$ cat src/hw/mcc_regs.svh
// Word addresses, command codes, field positions and seeds of the config memory block
`ifndef MCC_REGS_SVH
`define MCC_REGS_SVH
`define MCC_WORDS            24
`define MCC_ADDR_ID_LOW      5'h00
`define MCC_ADDR_ID_HIGH     5'h01
`define MCC_ADDR_SETUP       5'h10
`define MCC_ADDR_FREE_FIRST  5'h11
`define MCC_ADDR_FREE_LAST   5'h16
`define MCC_ADDR_SIG         5'h17
`define MCC_CMD_WRITE_BASE   8'h40
`define MCC_CMD_WRITE_LAST   8'h57
`define MCC_CMD_PROGRAM      8'hC3
`define MCC_CMD_RAW_ON       8'h70
`define MCC_CMD_RAW_OFF      8'h71
`define MCC_OFS_LSB          10
`define MCC_OFS_MSB          12
`define MCC_TSEG_LSB         13
`define MCC_TSEG_MSB         14
`define MCC_RSVD_BIT         15
`define MCC_OFS_STEPS        5'h10
`define MCC_SIG_SEED         16'hFFFF
`define MCC_SIG_POLY         16'h8005
`define MCC_TSEG_FACTORY     2'h0
`define MCC_TSEG_16_0        2'h1
`define MCC_TSEG_10_6        2'h2
`define MCC_TSEG_12_4        2'h3
`define MCC_SEG_MSB_16       5'h10
`define MCC_SEG_MSB_10       5'h0A
`define MCC_SEG_MSB_12       5'h0C
`define MCC_SEG_LSB_0        3'h0
`define MCC_SEG_LSB_6        3'h6
`define MCC_SEG_LSB_4        3'h4
`endif

$ cat src/hw/mcc_pkg.sv
// Types shared by the config memory block
package mcc_pkg;
    typedef enum logic [1:0] {ST_LOAD, ST_IDLE, ST_PROG} mcc_state_t;

    typedef struct packed {
        logic        valid;
        logic [7:0]  op;
        logic [15:0] data;
    } mcc_cmd_t;

    typedef struct packed {
        logic [2:0] offset_code;
        logic [4:0] offset_num;
        logic [4:0] range_top;
        logic       temp_factory;
        logic [4:0] temp_msb;
        logic [2:0] temp_lsb;
    } mcc_cfg_t;

    typedef struct packed {
        mcc_state_t  st;
        logic [4:0]  idx;
        logic [15:0] sig;
        logic        sig_done;
        logic        sig_ok;
        logic        raw_mode;
        logic [31:0] cust_id;
        mcc_cfg_t    cfg;
        logic [15:0] rd_data;
        logic [15:0] sample;
        logic        sample_valid;
    } mcc_regs_t;
endpackage : mcc_pkg

$ cat src/hw/mcc_top.sv
// Shadow RAM, nonvolatile store, signature check and setup decode
//
// How it works
// (RQ1) Offset code selects (code+1)/16 input shift
// (RQ2) Segment field picks temperature conversion split
// (RQ3) Bit 15 and words 11-16 are inert
// (RQ4) Signature LFSR x16+x15+x2+1, seeded all ones
// (RQ5) Power-up recomputes signature, compares word 17
// (RQ6) ID words sit in shadow until programming
// (RQ7) Programming copies shadow into store, words 11-16 as zero
// (RQ8) Command 40h+addr writes 16-bit data word
// (RQ9) Two ID words form 32-bit identifier
// (RQ10) Calibration mode passes raw samples through
// (RQ11) Host keeps one setup during collection
// (RQ12) Host keeps store setup stable afterwards
`include "mcc_regs.svh"

module mcc_top
    import mcc_pkg::*;
(
    input  wire logic        mclk_i,
    input  wire logic        sys_rst_i,
    input  wire mcc_cmd_t    cmd_i,
    output logic             cmd_ready_o,
    input  wire logic [4:0]  rd_addr_i,
    output logic [15:0]      rd_data_o,
    input  wire logic [15:0] raw_sample_i,
    input  wire logic [15:0] corr_sample_i,
    input  wire logic        sample_valid_i,
    output logic [15:0]      sample_o,
    output logic             sample_valid_o,
    output logic             raw_mode_o,
    output mcc_cfg_t         cfg_o,
    output logic [31:0]      customer_id_o,
    output logic             sig_done_o,
    output logic             sig_ok_o,
    output logic             prog_busy_o
);

    localparam logic [4:0] LAST_IDX = 5'(`MCC_WORDS - 1);

    mcc_regs_t   r;
    mcc_regs_t   next_r;

    // Arrays carry no reset: the store must survive it, shadow is reloaded
    logic [15:0] mtp    [0:`MCC_WORDS-1];
    logic [15:0] shadow [0:`MCC_WORDS-1];

    logic        sh_we;
    logic [4:0]  sh_wa;
    logic [15:0] sh_wd;
    logic        mtp_we;
    logic [4:0]  mtp_wa;
    logic [15:0] mtp_wd;

    // One word through the serial signature register, MSB first
    function automatic logic [15:0] sig_step(input logic [15:0] seed,
                                             input logic [15:0] word);
        logic [15:0] s;
        logic        fb;
        s  = seed;
        fb = 1'b0;
        for (int b = 15; b >= 0; b--) begin
            fb = s[15] ^ word[b];
            s  = {s[14:0], 1'b0};
            if (fb) begin
                s = s ^ `MCC_SIG_POLY; // RQ4
            end
        end
        return s;
    endfunction : sig_step

    logic [15:0] setup_word;
    logic [1:0]  tseg;
    logic [4:0]  wr_addr;
    logic        take;
    logic        is_write;
    logic        addr_inert;

    logic [15:0] prog_word;

    // Unassigned words fold in as zero so stale store content cannot sway the signature
    assign prog_word  = ((r.idx >= `MCC_ADDR_FREE_FIRST) && (r.idx <= `MCC_ADDR_FREE_LAST)) ?
                        16'h0000 : shadow[r.idx]; // RQ3
    assign setup_word = shadow[`MCC_ADDR_SETUP];
    assign tseg       = setup_word[`MCC_TSEG_MSB:`MCC_TSEG_LSB];
    assign wr_addr    = cmd_i.op[4:0];
    assign take       = cmd_i.valid && (r.st == ST_IDLE);
    assign is_write   = (cmd_i.op >= `MCC_CMD_WRITE_BASE) &&
                        (cmd_i.op <= `MCC_CMD_WRITE_LAST);
    // Unassigned words and the signature word never take host data
    assign addr_inert = (wr_addr >= `MCC_ADDR_FREE_FIRST); // RQ3

    always_comb begin
        next_r = r;
        sh_we  = 1'b0;
        sh_wa  = r.idx;
        sh_wd  = 16'h0000;
        mtp_we = 1'b0;
        mtp_wa = r.idx;
        mtp_wd = 16'h0000;

        unique case (r.st)
            ST_LOAD: begin
                // Copy store to shadow while folding words into the signature
                sh_we = 1'b1;
                sh_wd = mtp[r.idx];
                if (r.idx == LAST_IDX) begin
                    next_r.sig_done = 1'b1;
                    next_r.sig_ok   = (r.sig == mtp[r.idx]); // RQ5
                    next_r.st       = ST_IDLE;
                    next_r.idx      = 5'h00;
                end else begin
                    next_r.sig = sig_step(r.sig, mtp[r.idx]); // RQ5
                    next_r.idx = r.idx + 5'h01;
                end
            end
            ST_IDLE: begin
                if (take && is_write && !addr_inert) begin
                    sh_we = 1'b1; // RQ8
                    sh_wa = wr_addr; // RQ8
                    sh_wd = cmd_i.data;
                    if (wr_addr == `MCC_ADDR_SETUP) begin
                        sh_wd[`MCC_RSVD_BIT] = 1'b0; // RQ3
                    end
                end else if (take && cmd_i.op == `MCC_CMD_PROGRAM) begin
                    // Store only changes on this explicit request
                    next_r.st  = ST_PROG; // RQ6
                    next_r.idx = 5'h00;
                    next_r.sig = `MCC_SIG_SEED; // RQ4
                end else if (take && cmd_i.op == `MCC_CMD_RAW_ON) begin
                    next_r.raw_mode = 1'b1; // RQ10
                end else if (take && cmd_i.op == `MCC_CMD_RAW_OFF) begin
                    next_r.raw_mode = 1'b0; // RQ10
                end
            end
            ST_PROG: begin
                // Shadow goes out with words 11-16 as zero, last word is the fresh signature
                mtp_we = 1'b1; // RQ7
                if (r.idx == LAST_IDX) begin
                    mtp_wd          = r.sig;
                    sh_we           = 1'b1;
                    sh_wd           = r.sig;
                    next_r.sig_ok   = 1'b1;
                    next_r.sig_done = 1'b1;
                    next_r.st       = ST_IDLE;
                    next_r.idx      = 5'h00;
                end else begin
                    mtp_wd     = prog_word; // RQ7
                    next_r.sig = sig_step(r.sig, prog_word); // RQ4
                    next_r.idx = r.idx + 5'h01;
                end
            end
            default: begin
                next_r.st = ST_IDLE;
            end
        endcase

        // Offset in sixteenths of reference; range runs to 16 minus it
        next_r.cfg.offset_code = setup_word[`MCC_OFS_MSB:`MCC_OFS_LSB]; // RQ1
        next_r.cfg.offset_num  = {2'b00, setup_word[`MCC_OFS_MSB:`MCC_OFS_LSB]}
                                 + 5'h01; // RQ1
        next_r.cfg.range_top   = `MCC_OFS_STEPS - next_r.cfg.offset_num; // RQ1

        next_r.cfg.temp_factory = 1'b0;
        unique case (tseg)
            `MCC_TSEG_FACTORY: begin
                // Factory split lives outside this block
                next_r.cfg.temp_factory = 1'b1; // RQ2
                next_r.cfg.temp_msb     = 5'h00;
                next_r.cfg.temp_lsb     = 3'h0;
            end
            `MCC_TSEG_16_0: begin
                next_r.cfg.temp_msb = `MCC_SEG_MSB_16; // RQ2
                next_r.cfg.temp_lsb = `MCC_SEG_LSB_0;
            end
            `MCC_TSEG_10_6: begin
                next_r.cfg.temp_msb = `MCC_SEG_MSB_10; // RQ2
                next_r.cfg.temp_lsb = `MCC_SEG_LSB_6;
            end
            `MCC_TSEG_12_4: begin
                next_r.cfg.temp_msb = `MCC_SEG_MSB_12; // RQ2
                next_r.cfg.temp_lsb = `MCC_SEG_LSB_4;
            end
        endcase

        next_r.cust_id = {shadow[`MCC_ADDR_ID_HIGH], shadow[`MCC_ADDR_ID_LOW]}; // RQ9

        if (rd_addr_i > `MCC_ADDR_SIG) begin
            next_r.rd_data = 16'h0000;
        end else if (rd_addr_i >= `MCC_ADDR_FREE_FIRST &&
                     rd_addr_i <= `MCC_ADDR_FREE_LAST) begin
            next_r.rd_data = 16'h0000; // RQ3
        end else if (rd_addr_i == `MCC_ADDR_SETUP) begin
            next_r.rd_data = {1'b0, setup_word[14:0]}; // RQ3
        end else begin
            next_r.rd_data = shadow[rd_addr_i];
        end

        // Uncorrected data bypasses the correction path in calibration
        next_r.sample       = r.raw_mode ? raw_sample_i : corr_sample_i; // RQ10
        next_r.sample_valid = sample_valid_i;
    end

    always_ff @(posedge mclk_i or posedge sys_rst_i) begin
        if (sys_rst_i) begin
            r              <= '0;
            r.st           <= ST_LOAD;
            r.sig          <= `MCC_SIG_SEED; // RQ4
        end else begin
            r <= next_r;
        end
    end

    always_ff @(posedge mclk_i) begin
        if (sh_we) begin
            shadow[sh_wa] <= sh_wd; // RQ6
        end
    end

    always_ff @(posedge mclk_i) begin
        if (mtp_we) begin
            mtp[mtp_wa] <= mtp_wd; // RQ7
        end
    end

    assign cmd_ready_o    = (r.st == ST_IDLE);
    assign rd_data_o      = r.rd_data;
    assign sample_o       = r.sample;
    assign sample_valid_o = r.sample_valid;
    assign raw_mode_o     = r.raw_mode;
    assign cfg_o          = r.cfg;
    assign customer_id_o  = r.cust_id;
    assign sig_done_o     = r.sig_done;
    assign sig_ok_o       = r.sig_ok;
    assign prog_busy_o    = (r.st == ST_PROG);

endmodule : mcc_top

$ cat config.mk
export PLATFORM = sky130hd
export DESIGN_NAME = mcc_top
export DESIGN_NICKNAME = d
export VERILOG_FILES = /design/src/hw/mcc_pkg.sv /design/src/hw/mcc_top.sv
export VERILOG_INCLUDE_DIRS = /design/src /design/src/hw
export SDC_FILE = /design/constraint.sdc
export NUM_CORES = 1
export LEC_CHECK = 0
export BUFFER_PORTS_ARGS = -buffer_cell sky130_fd_sc_hd__clkbuf_2
export CORE_AREA = 2 2 252 353
export DETAILED_ROUTE_END_ITERATION = 10
export DIE_AREA = 0 0 254 355
export SLEW_MARGIN = 5
export SYNTH_ARGS = -nofsm -noshare
export SYNTH_HDL_FRONTEND = slang
export SYNTH_SLANG_ARGS = --single-unit
$ cat constraint.sdc
create_clock -name mclk_i -period 6.06 [get_ports mclk_i]
set_clock_uncertainty 0.05 [all_clocks]
set_input_delay 0 -clock mclk_i [delete_from_list [all_inputs] [get_ports mclk_i]]
set_output_delay 0 -clock mclk_i [all_outputs]
set_load 0.01 [all_outputs]
-- Word level (Yosys, flattened, before mapping)
Memory sizes are Yosys's and may differ from the RTL's. A register that Yosys moved wholly into a read port is not among the register bits.
Index checks and enable logic that the tools add are counted.
- bits in registers: 80
- RAM bits: 768
- bits of input ports: 65
- output and inout bits: 92
- word-level logic and storage cells: 261
- memories kept: 2
- memory list (name ; depth ; width ; rd ports ; clocked after Yosys merged registers in ; write ports ; RTL line ; text):
    mtp ; 24 ; 16 ; 1 ; 0 ; 1 ; mcc_top.sv:46 ; logic [15:0] mtp [0:`MCC_WORDS-1];
    shadow ; 24 ; 16 ; 5 ; 2 ; 1 ; mcc_top.sv:47 ; logic [15:0] shadow [0:`MCC_WORDS-1];
- $add $sub $neg: 3
- magnitude comparators: 8
- eq/ne operators: 19
- multiplexer cells: 128
- bitwise operators: 65
- reductions and logical operators: 21
- operator list (cell ; count):
    two-way mux 16 bit ; 103
    NOT 3 bit ; 31
    one-hot mux 21 bit (3 select lines) ; 1
    one-hot mux 16 bit (3 select lines) ; 1
    two-way mux 23 bit ; 2
    one-hot mux 8 bit (4 select lines) ; 1
    XOR 1 bit ; 32
    equality test 16 bit ; 1
    equality test 8 x 7 -> 1 bit, second input constant ; 2
    equality test 5 bit, second input constant ; 3
    greater-or-equal comparator 5 bit, second input constant ; 3
    two-way mux 5 bit ; 3
    two-way mux 1 bit ; 11
    less-or-equal comparator 5 bit, second input constant ; 2
    logical AND 1 bit ; 9
    AND reduction 3 bit ; 3
    equality test 8 bit, second input constant ; 1
    greater-or-equal comparator 8 x 7 -> 1 bit, second input constant ; 1
    less-or-equal comparator 8 x 7 -> 1 bit, second input constant ; 1
    != test 2 bit, second input constant ; 4
    one-hot mux 2 bit (2 select lines) ; 2
    equality test 2 bit, second input constant ; 3
    two-way mux 2 bit ; 3
    != test 2 x 1 -> 1 bit, second input constant ; 3
    14 further kinds ; 18

-- Depth between registers and ports, before layout
Gate-level depths: netlist (run 1).
- word-level depth: 67
- mapped depth: 19
- mapped depth without buffers: 13

-- Worst setup path after synthesis (run 1)
OpenSTA, ideal clock, no wires.
- path type: register to register
- start: reg r (netlist bit mtp_wa[0])
- end: reg r[105] (netlist name)
- setup time: 0.079 ns
- arrival time: 4.372 ns
- required time: 5.931 ns
- path slack: 1.560 ns
- stages on the path, launching flop included: 20
- path buffers: 6
- period minus slack after synthesis: 4.500 ns
- cell sequence: dfrtp_1 -> buf_6 -> buf_8 -> buf_6 -> inv_1 -> buf_2 -> buf_2 -> ha_1 -> and3b_1 -> or4_1 -> clkbuf_1 -> o221ai_1 -> a211o_1 -> xor2_1 -> xnor3_1 -> xor2_1 -> nor3_1 -> o21ai_0 -> nand4bb_1 -> o211a_1
- cells in the longest elaborated chain, start to end: 67
- elaborated cells on any way between the ends: 145
- those cells by class: order compare (2); eq/ne (3); mux (96); bitwise (40); reduce/logical (2); memory (2)
- ends and longest elaborated chain (what ; RTL line ; text):
    from (decl) ; mcc_top.sv:42 ; mcc_regs_t r;
    from (signal assigned) ; mcc_top.sv:211 ; r <= next_r;
    branches (longest 67 deep; another with memory read (24 x 16 bit)) ; - ;
Several ways; the timed one is not identified. The select of a mux whose other input is x is not followed.
A chain may end at the register's enable or synchronous reset.

-- Worst setup path in the final report (run 1)
- start: reg r (netlist bit mtp_wa[2])
- end: reg r[90] (netlist name)
Same word-level chain as after synthesis.

==> results_tabular.tex, run 1 <==
\begin{tabular}{lr}
\hline
Metric & Value \\
\hline
\multicolumn{2}{l}{\textbf{Status}} \\
\quad Result of the run & finished with violations \\
\quad Failing checks & hold timing \\
\multicolumn{2}{l}{\textbf{Layout}} \\
\quad Ratio of cells with drive above 1 in the final layout & 0.326 \\
\quad Leading cell type in the layout, fill and taps excluded & edfxtp\_1 \\
\quad Fraction of the core area covered by cells at the end of the flow & 0.504 \\
\quad Final layout net count & 2412 \\
\quad Most used cells in the layout excluding fill and tap cells & edfxtp\_1 (768), mux4\_2 (252), clkbuf\_2 (151) \\
\quad Post-route standard cell area excluding fillers & 43700 um\^{}2 \\
\quad Count of inserted antenna diode cells & 0 \\
\quad Area overhead of the layout relative to synthesis & 12.7\% \\
\multicolumn{2}{l}{\textbf{Timing}} \\
\quad Setup Total Neg Slack & 0 ns \\
\quad Slew at the pin with the worst max-slew slack & 1.25 ns \\
\quad Post-layout minimum cycle time & approximately 5.2 ns \\
\quad Final hold slack & -0.00792 ns \\
\quad Final cycle utilization of the critical path & 0.862 \\
\quad Relative max-transition margin & 0.169 \\
\quad Maximum clock frequency & 0.191 GHz \\
\quad Number of setup violations in the final report & 0 \\
\quad Final number of hold-violating endpoints & 6 \\
\quad Unrepaired setup endpoints after global routing & false \\
\quad Slew Viols, Final & 0 \\
\multicolumn{2}{l}{\textbf{Floorplanning}} \\
\quad Area enclosed by the die boundary & 90200 um\^{}2 \\
\quad Vertical die dimension & approximately 360 um \\
\quad Cell row count & 128 \\
\quad Horiz. Die Dim & 254 um \\
\quad Core Area & 86800 um\^{}2 \\
\quad Initial core utilization & 0.447 \\
\quad I/O pin cnt & roughly 160 \\
\multicolumn{2}{l}{\textbf{Critical path}} \\
\quad Worst setup EP type & register \\
\quad Arrival time of data at the critical path endpoint & 5.73 ns \\
\quad Critical path launch point type & register \\
\quad Crit Path Class & reg -> reg \\
\quad Data required time of the worst path & between 6 and 7 ns \\
\quad Worst-path fanout max & 20 \\
\multicolumn{2}{l}{\textbf{Power}} \\
\quad Worst supply voltage drop on vdd & approximately 0.74 mV \\
\quad Power Dens Cells & 531 nW/um\^{}2 \\
\quad Static Leak & 14.9 nW \\
\multicolumn{2}{l}{\textbf{Global routing}} \\
\quad First-pass GRT wire length & 164 mm \\
\quad Via count of the first global-routing pass & 22.2k \\
\quad Maximum number of pins on one net before global-route repair & 58 \\
\quad Antenna violations before repair & 0 \\
\quad Total congestion overflow & 0 \\
\quad All-layer global routing usage & 0.259 \\
\multicolumn{2}{l}{\textbf{Drt}} \\
\quad Router iterations before antenna repair & 8 \\
\quad Total via count in the routed design & around 22k \\
\quad Drt drc & 0 \\
\quad Average vias per placed instance & slightly above 6 \\
\quad Routed wire length & $\sim$120 mm \\
\quad Antenna viol nets, final & 0 \\
\quad Drt wl/cell & 32.4 um \\
\quad Iteration-0 DRC count of the detailed router & 2631 \\
\multicolumn{2}{l}{\textbf{Clock network}} \\
\quad Clock slew at reported path FFs & 0.06 ns \\
\quad H-tree level count & 3 \\
\quad Root Driver & clkbuf\_16 \\
\quad Total number of clock tree sinks & 875 \\
\quad Post-CTS setup buffers & 0 \\
\quad TritonCTS buffer count & 85 \\
\quad Maximum number of buffers from clock root to sink & 3 \\
\quad CTS tree & done \\
\quad Worst-skew pair later-pin latency & 0.66 ns \\
\multicolumn{2}{l}{\textbf{Synth}} \\
\quad Proportion of netlist area held by the largest area contributor & 0.595 \\
\quad Register bit count reported by yosys & 875 \\
\quad EDFF count, synth & 768 \\
\quad Async S/R FF share, synth & 0.122 \\
\quad Synthesized cell area & 38800 um\^{}2 \\
\quad Largest family of logic cells by synthesized area & multiplexers \\
\quad Average cell area after synthesis & 17.9 um\^{}2 \\
\quad Primary flip-flop cell chosen by synthesis mapping & edfxtp\_1 \\
\quad Largest area contributor in the synthesized netlist & edfxtp\_1 \\
\quad Multiplexer share of the synthesized area & 0.189 \\
\quad Seq/Total Area, Yosys & 0.664 \\
\quad Synth Warn \# & 0 \\
\quad Area contributors post-synth & edfxtp\_1 (59\%), mux4\_2 (15\%), dfrtp\_1 (5.9\%) \\
\quad Synth Area in Compound Gates & 0.0383 \\
\quad Post-synthesis share of cell area spent on xor and xnor gates & 0.0230 \\
\quad Adder and majority gate portion of the synthesized area & 0.00290 \\
\quad Number of unique standard cell types used by synthesis & 83 \\
\quad Synthesized instance count & 2165 \\
\quad Simple-gate share of the synthesized area & 0.0422 \\
\multicolumn{2}{l}{\textbf{Placed design}} \\
\quad Buffers added on ports & 153 \\
\quad Placed wire-length estimate after detailed placement & 75.5 mm \\
\quad Instance area at placement & 40500 um\^{}2 \\
\quad GPL Wtd Cong & 0.996 \\
\multicolumn{2}{l}{\textbf{Worst hold path}} \\
\quad Path class of the lowest-slack min-delay path & in -> async \\
\multicolumn{2}{l}{\textbf{Job}} \\
\quad Number of max-cap violations & 0 \\
\hline
\end{tabular}
-- layer usage --
metal / wire, um / GRT usage / vias up
li1: - / - / 8959
met1: 42000 / 0.319 / 11613
met2: 58900 / 0.445 / 1117
met3: 9010 / 0.0449 / 248
met4: 5910 / 0.119 / 0
met5: 0 / 0 / -
-- where the power goes --
group | switching [W] | leakage (nW) | internal, W | total, W
clock | 0.00230 | 1.35 | 0.00301 | 0.00530
combinational | 0.00584 | 5.22 | 0.00426 | 0.0101
sequential | 0.000418 | 8.35 | 0.00741 | 0.00782
-- cell usage after synthesis (10+ instances only) --
library cell and count:
edfxtp_1 768, mux4_2 252, nand2_1 107, buf_4 100
dfrtp_1 91, nor2_1 91, mux2_2 64, mux2i_1 63
clkbuf_1 55, o21ai_0 52, xor2_1 37, xnor2_1 35
o22ai_1 32, inv_1 31, a21oi_1 28, nand3_1 25
buf_6 24, and3_1 22, buf_2 21, a22oi_1 19
nor2b_1 18, dfstp_2 16, and2_1 15, a222oi_1 14
nor3_1 13, a221oi_1 11, mux4_1 11, buf_1 10
-- area by class of cell --
class / count / area [um^2]
Timing Repair Buffer: 297 / 1990
Tap cell: 1170 / 1460
Clock inverter: 47 / 417
Clock buffer: 112 / 2350
Sequential cell: 875 / 25800
Fill cell: 7127 / 43100
Inverter: 34 / 130
Multi-Input combinational cell: 1045 / 11600
-- cells by family after synthesis --
family	after synthesis
flops	875
buf+inv	247
mux	391
other cells	1
simple gates	339
xor+xnor	84
fa+ha+maj	9
compound gates	219
-- sequential cells by signal, summed over array words and instances (netlist names) --
register and flops:
raw_mode_o 1, sig_ok_o 1, mtp 384, sample_o 16
r 18, rd_data_o 16, sig_done_o 1, shadow 384
customer_id_o 32, sample_valid_o 1, mtp_wa 5, cfg_o 16
-- repair_timing --
| action | CTS | global route |
|---|---|---|
| resized for setup | 0 | 0 |
| hold buffers | 39 | 0 |
| hold endpoints to repair | 90 | 0 |
-- critical path, stage by stage, from the launching register on --
cell     delay, ns
dfrtp_2       0.85
inv_2         0.40
nor2_1        0.91
o21ai_0       0.48
nor4b_1       0.29
xnor2_1       0.37
xor3_1        0.66
xnor3_1       0.36
xnor3_1       0.29
xor2_1        0.16
a21oi_1       0.08
o31ai_1       0.21
-- path summary, 6_finish.rpt --
kind | from | to | slack, ns | cells after the start
max | mtp_wa[2] | r[90] | 0.83 | 11
min | sys_rst_i | customer_id_o[9] | -0.008 | 3
max reg2reg | mtp_wa[2] | r[90] | 0.83 | 11
min reg2reg | shadow[1][7] | customer_id_o[23] | 0.35 | 0
max in group asynchronous | sys_rst_i | rd_data_o[14] | 4.77 | 4
min in group mclk_i | corr_sample_i[12] | sample_o[12] | 0.08 | 3
-- metrics by stage --
stage                     hold slack, ns  setup slack [ns]  instances  power [W]
after global placement            0.0598              1.01       3382     0.0178
after floorplan                  -0.0186              1.56       2167     0.0151
after CTS                         0.0283             0.921       3580     0.0232
after global routing              0.0792             0.733       3580     0.0241
after detailed placement          0.0623             0.951       3382     0.0179
final                           -0.00792             0.834       3580     0.0232
Power figures use the tool's default switching activity.
==> inputs of run 2 (changes only) <==
Settings changed: CORE_AREA 2 2 252 353 to 2 2 225 394, DIE_AREA 0 0 254 355 to 0 0 227 396.
==> results_tabular.tex, run 2 (synthesis gave the netlist of run 1 again) <==
\begin{tabular}{lr}
\hline
Metric & Value \\
\hline
\multicolumn{2}{l}{\textbf{Worst hold path}} \\
\quad Depth of the worst hold-timing path & 4 \\
\quad Min-Delay Startpoint & rd\_addr\_i[2] \\
\quad Destination of the worst hold path & rd\_data\_o[3] \\
\quad Path class of the lowest-slack min-delay path & in -> reg (was in -> async) \\
\multicolumn{2}{l}{\textbf{Timing}} \\
\quad Relative max-transition margin & 0.118 (was 0.169) \\
\quad Maximum clock frequency & 0.188 GHz (was 0.191 GHz) \\
\quad Post-route setup slack & 0.734 ns (was 0.834 ns) \\
\quad Number of setup violations in the final report & 0 (unchanged) \\
\quad Final cycle utilization of the critical path & 0.879 (was 0.862) \\
\quad Post-layout minimum cycle time & 5.33 ns (was 5.23 ns) \\
\quad Setup Total Neg Slack & 0 ns (unchanged) \\
\quad Final number of hold-violating endpoints & 0 (was 6) \\
\quad Unrepaired setup endpoints after global routing & false (unchanged) \\
\quad Slew Viols, Final & 0 (unchanged) \\
\quad Final hold slack & 0.0278 ns (was -0.00792 ns) \\
\quad Slew at the pin with the worst max-slew slack & 1.32 ns (was 1.25 ns) \\
\multicolumn{2}{l}{\textbf{Clock network}} \\
\quad Clock slew at reported path FFs & 0.07 ns (was 0.06 ns) \\
\quad H-tree level count & 3 (unchanged) \\
\quad Post-CTS setup buffers & 0 (unchanged) \\
\quad CTS tree & done (unchanged) \\
\quad Total number of clock tree sinks & 875 (unchanged) \\
\quad TritonCTS buffer count & 81 (was 85) \\
\quad Root Driver & clkbuf\_16 (unchanged) \\
\quad Worst-skew pair later-pin latency & 0.68 ns (was 0.66 ns) \\
\quad Maximum number of buffers from clock root to sink & 3 (unchanged) \\
\quad PostCTS Resize Cnt & 0 (unchanged) \\
\multicolumn{2}{l}{\textbf{Layout}} \\
\quad Ratio of cells with drive above 1 in the final layout & 0.319 (was 0.326) \\
\quad Final layout net count & 2414 (was 2412) \\
\quad Count of inserted antenna diode cells & 0 (unchanged) \\
\quad Fraction of the core area covered by cells at the end of the flow & 0.506 (was 0.504) \\
\quad Most used cells in the layout excluding fill and tap cells & edfxtp\_1 (768), mux4\_2 (252), clkbuf\_2 (151) (unchanged) \\
\quad Leading cell type in the layout, fill and taps excluded & edfxtp\_1 (unchanged) \\
\quad Area overhead of the layout relative to synthesis & 12.9\% (was 12.7\%) \\
\multicolumn{2}{l}{\textbf{Drt}} \\
\quad Iteration-0 DRC count of the detailed router & 2592 (was 2631) \\
\quad Antenna viol nets, final & 0 (unchanged) \\
\quad Average vias per placed instance & 6.13 (about the same) \\
\quad Drt wl/cell & 32.6 um (was 32.4 um) \\
\quad Routed wire length & 116 mm (about the same) \\
\quad Total via count in the routed design & 21.9k (about the same) \\
\quad Router iterations before antenna repair & 6 (was 8) \\
\quad Drt drc & 0 (unchanged) \\
\multicolumn{2}{l}{\textbf{Global routing}} \\
\quad First-pass GRT wire length & 165 mm (was 164 mm) \\
\quad Maximum number of pins on one net before global-route repair & 108 (was 58) \\
\quad Via count of the first global-routing pass & 22.6k (was 22.2k) \\
\quad Total congestion overflow & 0 (unchanged) \\
\quad All-layer global routing usage & 0.263 (was 0.259) \\
\quad Antenna violations before repair & 0 (unchanged) \\
\multicolumn{2}{l}{\textbf{Placed design}} \\
\quad Buffers added on ports & 153 (unchanged) \\
\quad Placed wire-length estimate after detailed placement & 78.1 mm (was 75.5 mm) \\
\quad GPL Wtd Cong & 0.906 (was 0.996) \\
\quad Worst slack at placement & 0.912 ns (was 0.951 ns) \\
\multicolumn{2}{l}{\textbf{Job}} \\
\quad Number of max-cap violations & 0 (unchanged) \\
\multicolumn{2}{l}{\textbf{Critical path}} \\
\quad Launch instance of the worst register-to-register path & mtp\_wa[1] (was mtp\_wa[2]) \\
\quad Critical path launch point type & register (unchanged) \\
\quad Worst R2R Setup Slack & 0.73 ns (was 0.83 ns) \\
\quad Crit Path Class & reg -> reg (unchanged) \\
\quad Worst setup EP type & register (unchanged) \\
\quad Register-to-Register Path Depth & 12 (was 11) \\
\quad Arrival time of data at the critical path endpoint & 5.86 ns (was 5.73 ns) \\
\quad Worst-path fanout max & 107 (was 20) \\
\quad R2R Path End & r[91] (was r[90]) \\
\quad Critical Path Source & mtp\_wa[1] (was mtp\_wa[2]) \\
\quad Data required time of the worst path & 6.59 ns (was 6.56 ns) \\
\multicolumn{2}{l}{\textbf{Floorplanning}} \\
\quad Cell row count & 143 (was 128) \\
\quad Area enclosed by the die boundary & 89900 um\^{}2 (was 90200 um\^{}2) \\
\quad Core Area & 86600 um\^{}2 (was 86800 um\^{}2) \\
\quad I/O pin cnt & 157 (unchanged) \\
\quad Vertical die dimension & 396 um (was 355 um) \\
\quad Initial core utilization & 0.448 (was 0.447) \\
\quad Horiz. Die Dim & 227 um (was 254 um) \\
\multicolumn{2}{l}{\textbf{Power}} \\
\quad Worst supply voltage drop on vdd & 0.691 mV (was 0.739 mV) \\
\quad Power Dens Cells & 534 nW/um\^{}2 (was 531 nW/um\^{}2) \\
\quad Static Leak & 15.0 nW (was 14.9 nW) \\
\multicolumn{2}{l}{\textbf{Status}} \\
\quad Result of the run & completed (was finished with violations) \\
\hline
\end{tabular}
==> run 2: cell types whose count changed in the layout (fill, tap and decap cells not counted), moves of 4 or more <==
cell	previous run	this run
clkinv_2	18	14
nor2_2	22	14
clkbuf_1	19	8
nor2_1	69	74
and3_2	8	0
bufinv_16	6	13
and3_1	14	22
==> run 2: worst max-delay path by stage <==
stage,cells past startpoint,end,slack (ns)
after floorplan,19,r[105],1.56
after global placement,12,r[91],0.90
after detailed placement,12,r[91],0.91
after CTS,12,r[91],0.86
after global routing,12,r[91],0.52
final,12,r[91],0.73
==> run 2: cell type report <==
type	count	area, um^2
inverters	34	130
flip-flops and latches	875	25800
clock inverters	50	584
clock buffers	97	2230
fillers	7214	42800
well taps	1160	1450
multi-input cells	1045	11600
repair buffers	303	2040
==> run 2: timing repair <==
item | in CTS | in global routing
endpoints found under the setup margin | 0 | 0
hold buffers | 42 | 0
hold endpoints to repair | 113 | 0
==> run 2: critical path: stages (launching register included) <==
cell      delay, ns
dfrtp_4        0.75
buf_12         0.61
mux4_2         0.33
o22ai_1        0.29
a211oi_1       0.96
nand2_1        0.15
xor2_1         0.30
xor2_1         0.28
xnor3_2        0.49
xnor3_1        0.42
nor2b_1        0.15
o32ai_1        0.25
o21ai_1        0.09
==> run 2: stage by stage <==
stage | instance area, um^2 | total power [W] | std cells
2_1_floorplan | 38800 | 0.0151 | 2167
3_3_place_gp | 40500 | 0.0179 | 3375
3_5_place_dp | 40500 | 0.0180 | 3375
4_1_cts | 43800 | 0.0235 | 3564
5_1_grt | 43800 | 0.0243 | 3564
6_report | 43800 | 0.0234 | 3564
==> run 2: layer usage <==
layer | wire length (um) | GRT usage | vias up | part of all wire
li1 | - | - | 8950 | -
met1 | 39200 | 0.296 | 11589 | 0.34
met2 | 61700 | 0.466 | 1038 | 0.53
met3 | 7000 | 0.0339 | 286 | 0.060
met4 | 8310 | 0.169 | 0 | 0.072
met5 | 0 | 0 | - | 0
==> run 2: power breakdown <==
group | switching (W) | internal, W
clock | 0.00226 | 0.00319
combinational | 0.00597 | 0.00420
sequential | 0.000348 | 0.00741
total | 0.00858 | 0.0148
==> inputs of run 3 (changes only) <==
Settings changed: ABC_AREA set to 1, CORE_AREA 2 2 225 394 to 2 2 227 397, DIE_AREA 0 0 227 396 to 0 0 229 399.
==> results_tabular.tex, run 3 <==
\begin{tabular}{lr}
\hline
Metric & Value \\
\hline
\multicolumn{2}{l}{\textbf{Synth}} \\
\quad Seq/Total Area, Yosys & 0.652 (was 0.664) \\
\quad Most used standard cells in the synthesized netlist & edfxtp\_1 (768), nand2\_1 (550), nor2\_1 (312) (was edfxtp\_1 (768), mux4\_2 (252), nand2\_1 (107)) \\
\quad Synth Warn \# & 0 (unchanged) \\
\quad Average cell area after synthesis & 11.5 um\^{}2 (was 17.9 um\^{}2) \\
\quad Register bit count reported by yosys & 875 (unchanged) \\
\quad Synthesized cell area & 39500 um\^{}2 (was 38800 um\^{}2) \\
\quad Async S/R FF share, synth & 0.122 (unchanged) \\
\quad Most frequent cell after synthesis & edfxtp\_1 (unchanged) \\
\quad Largest area contributor in the synthesized netlist & edfxtp\_1 (unchanged) \\
\quad Number of unique standard cell types used by synthesis & 60 (was 83) \\
\quad EDFF count, synth & 768 (unchanged) \\
\quad Area contributors post-synth & edfxtp\_1 (58\%), dfrtp\_1 (5.8\%), nand2\_1 (5.2\%) (was edfxtp\_1 (59\%), mux4\_2 (15\%), dfrtp\_1 (5.9\%)) \\
\quad Synthesized instance count & 3431 (was 2165) \\
\quad Primary flip-flop cell chosen by synthesis mapping & edfxtp\_1 (unchanged) \\
\quad Proportion of netlist area held by the largest area contributor & 0.584 (was 0.595) \\
\multicolumn{2}{l}{\textbf{Critical path}} \\
\quad Worst setup EP type & register (unchanged) \\
\quad Crit Path Class & reg -> reg (unchanged) \\
\quad Worst-path fanout max & 123 (was 107) \\
\quad Critical Path Source & mtp\_wa[0] (was mtp\_wa[1]) \\
\quad Arrival time of data at the critical path endpoint & 5.82 ns (was 5.86 ns) \\
\quad Data required time of the worst path & 6.63 ns (was 6.59 ns) \\
\quad Critical path launch point type & register (unchanged) \\
\quad Launch instance of the worst register-to-register path & mtp\_wa[0] (was mtp\_wa[1]) \\
\multicolumn{2}{l}{\textbf{Floorplanning}} \\
\quad Vertical die dimension & 399 um (was 396 um) \\
\quad Cell row count & 144 (was 143) \\
\quad Horiz. Die Dim & 229 um (was 227 um) \\
\quad Initial core utilization & 0.449 (was 0.448) \\
\quad Area enclosed by the die boundary & 91400 um\^{}2 (was 89900 um\^{}2) \\
\quad I/O pin cnt & 157 (unchanged) \\
\quad Core Area & 87900 um\^{}2 (was 86600 um\^{}2) \\
\multicolumn{2}{l}{\textbf{Timing}} \\
\quad Slew Viols, Final & 0 (unchanged) \\
\quad Final hold slack & 0.0548 ns (was 0.0278 ns) \\
\quad Setup Total Neg Slack & 0 ns (unchanged) \\
\quad Post-layout minimum cycle time & 5.25 ns (was 5.33 ns) \\
\quad Relative max-transition margin & 0.129 (was 0.118) \\
\quad Final number of hold-violating endpoints & 0 (unchanged) \\
\quad Maximum clock frequency & 0.190 GHz (was 0.188 GHz) \\
\quad Final cycle utilization of the critical path & 0.867 (was 0.879) \\
\quad Slew at the pin with the worst max-slew slack & 1.30 ns (was 1.32 ns) \\
\quad Unrepaired setup endpoints after global routing & false (unchanged) \\
\quad Number of setup violations in the final report & 0 (unchanged) \\
\quad Post-route setup slack & 0.809 ns (was 0.734 ns) \\
\multicolumn{2}{l}{\textbf{Clock network}} \\
\quad Maximum number of buffers from clock root to sink & 3 (unchanged) \\
\quad Root Driver & clkbuf\_16 (unchanged) \\
\quad CTS tree & done (unchanged) \\
\quad Worst-skew pair later-pin latency & 0.69 ns (was 0.68 ns) \\
\quad Post-CTS setup buffers & 0 (unchanged) \\
\quad H-tree level count & 3 (unchanged) \\
\quad TritonCTS buffer count & 79 (was 81) \\
\quad Clock slew at reported path FFs & 0.07 ns (about the same) \\
\quad Total number of clock tree sinks & 875 (unchanged) \\
\quad Count of hold-fix buffers inserted at cts & 44 (was 42) \\
\quad PostCTS Resize Cnt & 0 (unchanged) \\
\multicolumn{2}{l}{\textbf{Placed design}} \\
\quad Buffers added on ports & 153 (unchanged) \\
\quad Placed wire-length estimate after detailed placement & 84.2 mm (was 78.1 mm) \\
\quad GPL Wtd Cong & 0.921 (was 0.906) \\
\quad Instance area at placement & 41200 um\^{}2 (was 40500 um\^{}2) \\
\quad Worst slack at placement & 0.912 ns (about the same) \\
\multicolumn{2}{l}{\textbf{Global routing}} \\
\quad Antenna violations before repair & 0 (unchanged) \\
\quad All-layer global routing usage & 0.285 (was 0.263) \\
\quad First-pass GRT wire length & 189 mm (was 165 mm) \\
\quad Via count of the first global-routing pass & 28.3k (was 22.6k) \\
\quad Maximum number of pins on one net before global-route repair & 124 (was 108) \\
\quad Total congestion overflow & 0 (unchanged) \\
\multicolumn{2}{l}{\textbf{Layout}} \\
\quad Area overhead of the layout relative to synthesis & 11.9\% (was 12.9\%) \\
\quad Leading cell type in the layout, fill and taps excluded & edfxtp\_1 (unchanged) \\
\quad Final layout net count & 3620 (was 2414) \\
\quad Most used cells in the layout excluding fill and tap cells & edfxtp\_1 (768), nand2\_1 (550), nor2\_1 (283) (was edfxtp\_1 (768), mux4\_2 (252), clkbuf\_2 (151)) \\
\quad Post-route standard cell area excluding fillers & 44200 um\^{}2 (was 43800 um\^{}2) \\
\quad Count of inserted antenna diode cells & 0 (unchanged) \\
\quad Ratio of cells with drive above 1 in the final layout & 0.151 (was 0.319) \\
\multicolumn{2}{l}{\textbf{Status}} \\
\quad Result of the run & completed (unchanged) \\
\multicolumn{2}{l}{\textbf{Power}} \\
\quad Switching component of the power & 0.00941 W (was 0.00858 W) \\
\quad Power Dens Cells & 509 nW/um\^{}2 (was 534 nW/um\^{}2) \\
\quad Cell-internal power & 0.0131 W (was 0.0148 W) \\
\quad Static Leak & 16.1 nW (was 15.0 nW) \\
\quad Sw Share & 0.418 (was 0.367) \\
\quad Worst supply voltage drop on vdd & 0.551 mV (was 0.691 mV) \\
\quad Fraction of power consumed by sequential logic & 0.338 (was 0.332) \\
\quad Comb pwr share & 0.436 (was 0.435) \\
\quad Share of total power in the clock network & 0.226 (was 0.233) \\
\multicolumn{2}{l}{\textbf{Worst hold path}} \\
\quad Min-Delay Startpoint & corr\_sample\_i[7] (was rd\_addr\_i[2]) \\
\quad Path class of the lowest-slack min-delay path & in -> reg (unchanged) \\
\multicolumn{2}{l}{\textbf{Drt}} \\
\quad Iteration-0 DRC count of the detailed router & 3036 (was 2592) \\
\quad Total via count in the routed design & 28.7k (was 21.9k) \\
\quad Drt drc & 0 (unchanged) \\
\quad Drt wl/cell & 27.5 um (was 32.6 um) \\
\quad Routed wire length & 132 mm (was 116 mm) \\
\quad Average vias per placed instance & 6.02 (was 6.13) \\
\quad Router iterations before antenna repair & 6 (unchanged) \\
\quad Antenna viol nets, final & 0 (unchanged) \\
\multicolumn{2}{l}{\textbf{Job}} \\
\quad Number of max-cap violations & 0 (unchanged) \\
\hline
\end{tabular}
## run 3: changes by cell type in the layout (fill, tap and decap cells not counted), moves of 128 or more
cell / before / now
nand2_1: 107 / 550
a21oi_1: 27 / 173
mux4_2: 252 / 0
a22oi_1: 19 / 149
nand3_1: 25 / 153
nor2_1: 74 / 283
o21ai_0: 42 / 233
## run 3: stage by stage
step                      power [W]  std cells  utilization
after CTS                    0.0225       4778        0.503
after floorplan              0.0145       3433            -
after detailed placement     0.0174       4589        0.469
final                        0.0225       4778        0.503
after global placement       0.0173       4589        0.469
after global routing         0.0235       4778        0.503
## run 3: power groups by stage
stage	Sequential, W	Clock [W]	Combinational, W
after global placement	0.00773	0	0.00958
after global routing	0.00764	0.00537	0.0105
after floorplan	0.00765	0	0.00683
after CTS	0.00761	0.00516	0.00969
final	0.00761	0.00509	0.00983
after detailed placement	0.00774	0	0.00963
## run 3: final timing paths
path / end / slack (ns) / cells after the start
worst max-delay path: r[105] / 0.81 / 22
worst min-delay path: sample_o[7] / 0.05 / 3
worst max register to register: r[105] / 0.81 / 22
worst min register to register: customer_id_o[14] / 0.35 / 0
min in group asynchronous: sample_o[15] / 0.49 / 4
max in group asynchronous: customer_id_o[8] / 4.30 / 5
## run 3: area by class of cell
class                           count  area (um^2)
Fill cell                        7864        43700
Sequential cell                   875        25800
Multi-Input combinational cell   2111        11500
Timing Repair Buffer              340         2400
Clock buffer                      104         2130
Tap cell                         1168         1460
Inverter                          139          541
Clock inverter                     41          443
## run 3: routing by layer
| metal | part of all wire | track usage | wire, um | vias up |
|---|---|---|---|---|
| met5 | 0 | 0 | 0 | - |
| met4 | 0.078 | 0.207 | 10200 | 0 |
| met3 | 0.066 | 0.0371 | 8660 | 417 |
| met2 | 0.51 | 0.505 | 67400 | 1467 |
| met1 | 0.34 | 0.314 | 45300 | 14170 |
| li1 | - | - | - | 12691 |
## run 3: cells by family after synthesis
kind of cell,after synthesis,synth area share
fa+ha+maj,9,0.00285
flops,875,0.652
simple gates,1085,0.114
mux,32,0.00862
other cells,1,0.0000949
xor+xnor,57,0.0140
compound gates,925,0.146
buf+inv,447,0.0625
## run 3: worst max-delay path, cell delays in order, from the launching register on
cell and delay (ns):
dfrtp_4 0.46, buf_12 0.42, buf_12 0.40, buf_4 0.38
o21ai_0 0.13, o22ai_1 0.21, a22o_1 0.14, o21ai_1 0.18
nand2_1 0.24, xor2_1 0.37, nand2_1 0.14, nand2_1 0.15
xnor2_1 0.16, xor2_1 0.24, xnor2_1 0.16, xor2_1 0.25
xor2_1 0.25, xnor2_1 0.19, xor2_1 0.17, nand2_1 0.07
nand2_1 0.09, inv_2 0.04, a21oi_2 0.12
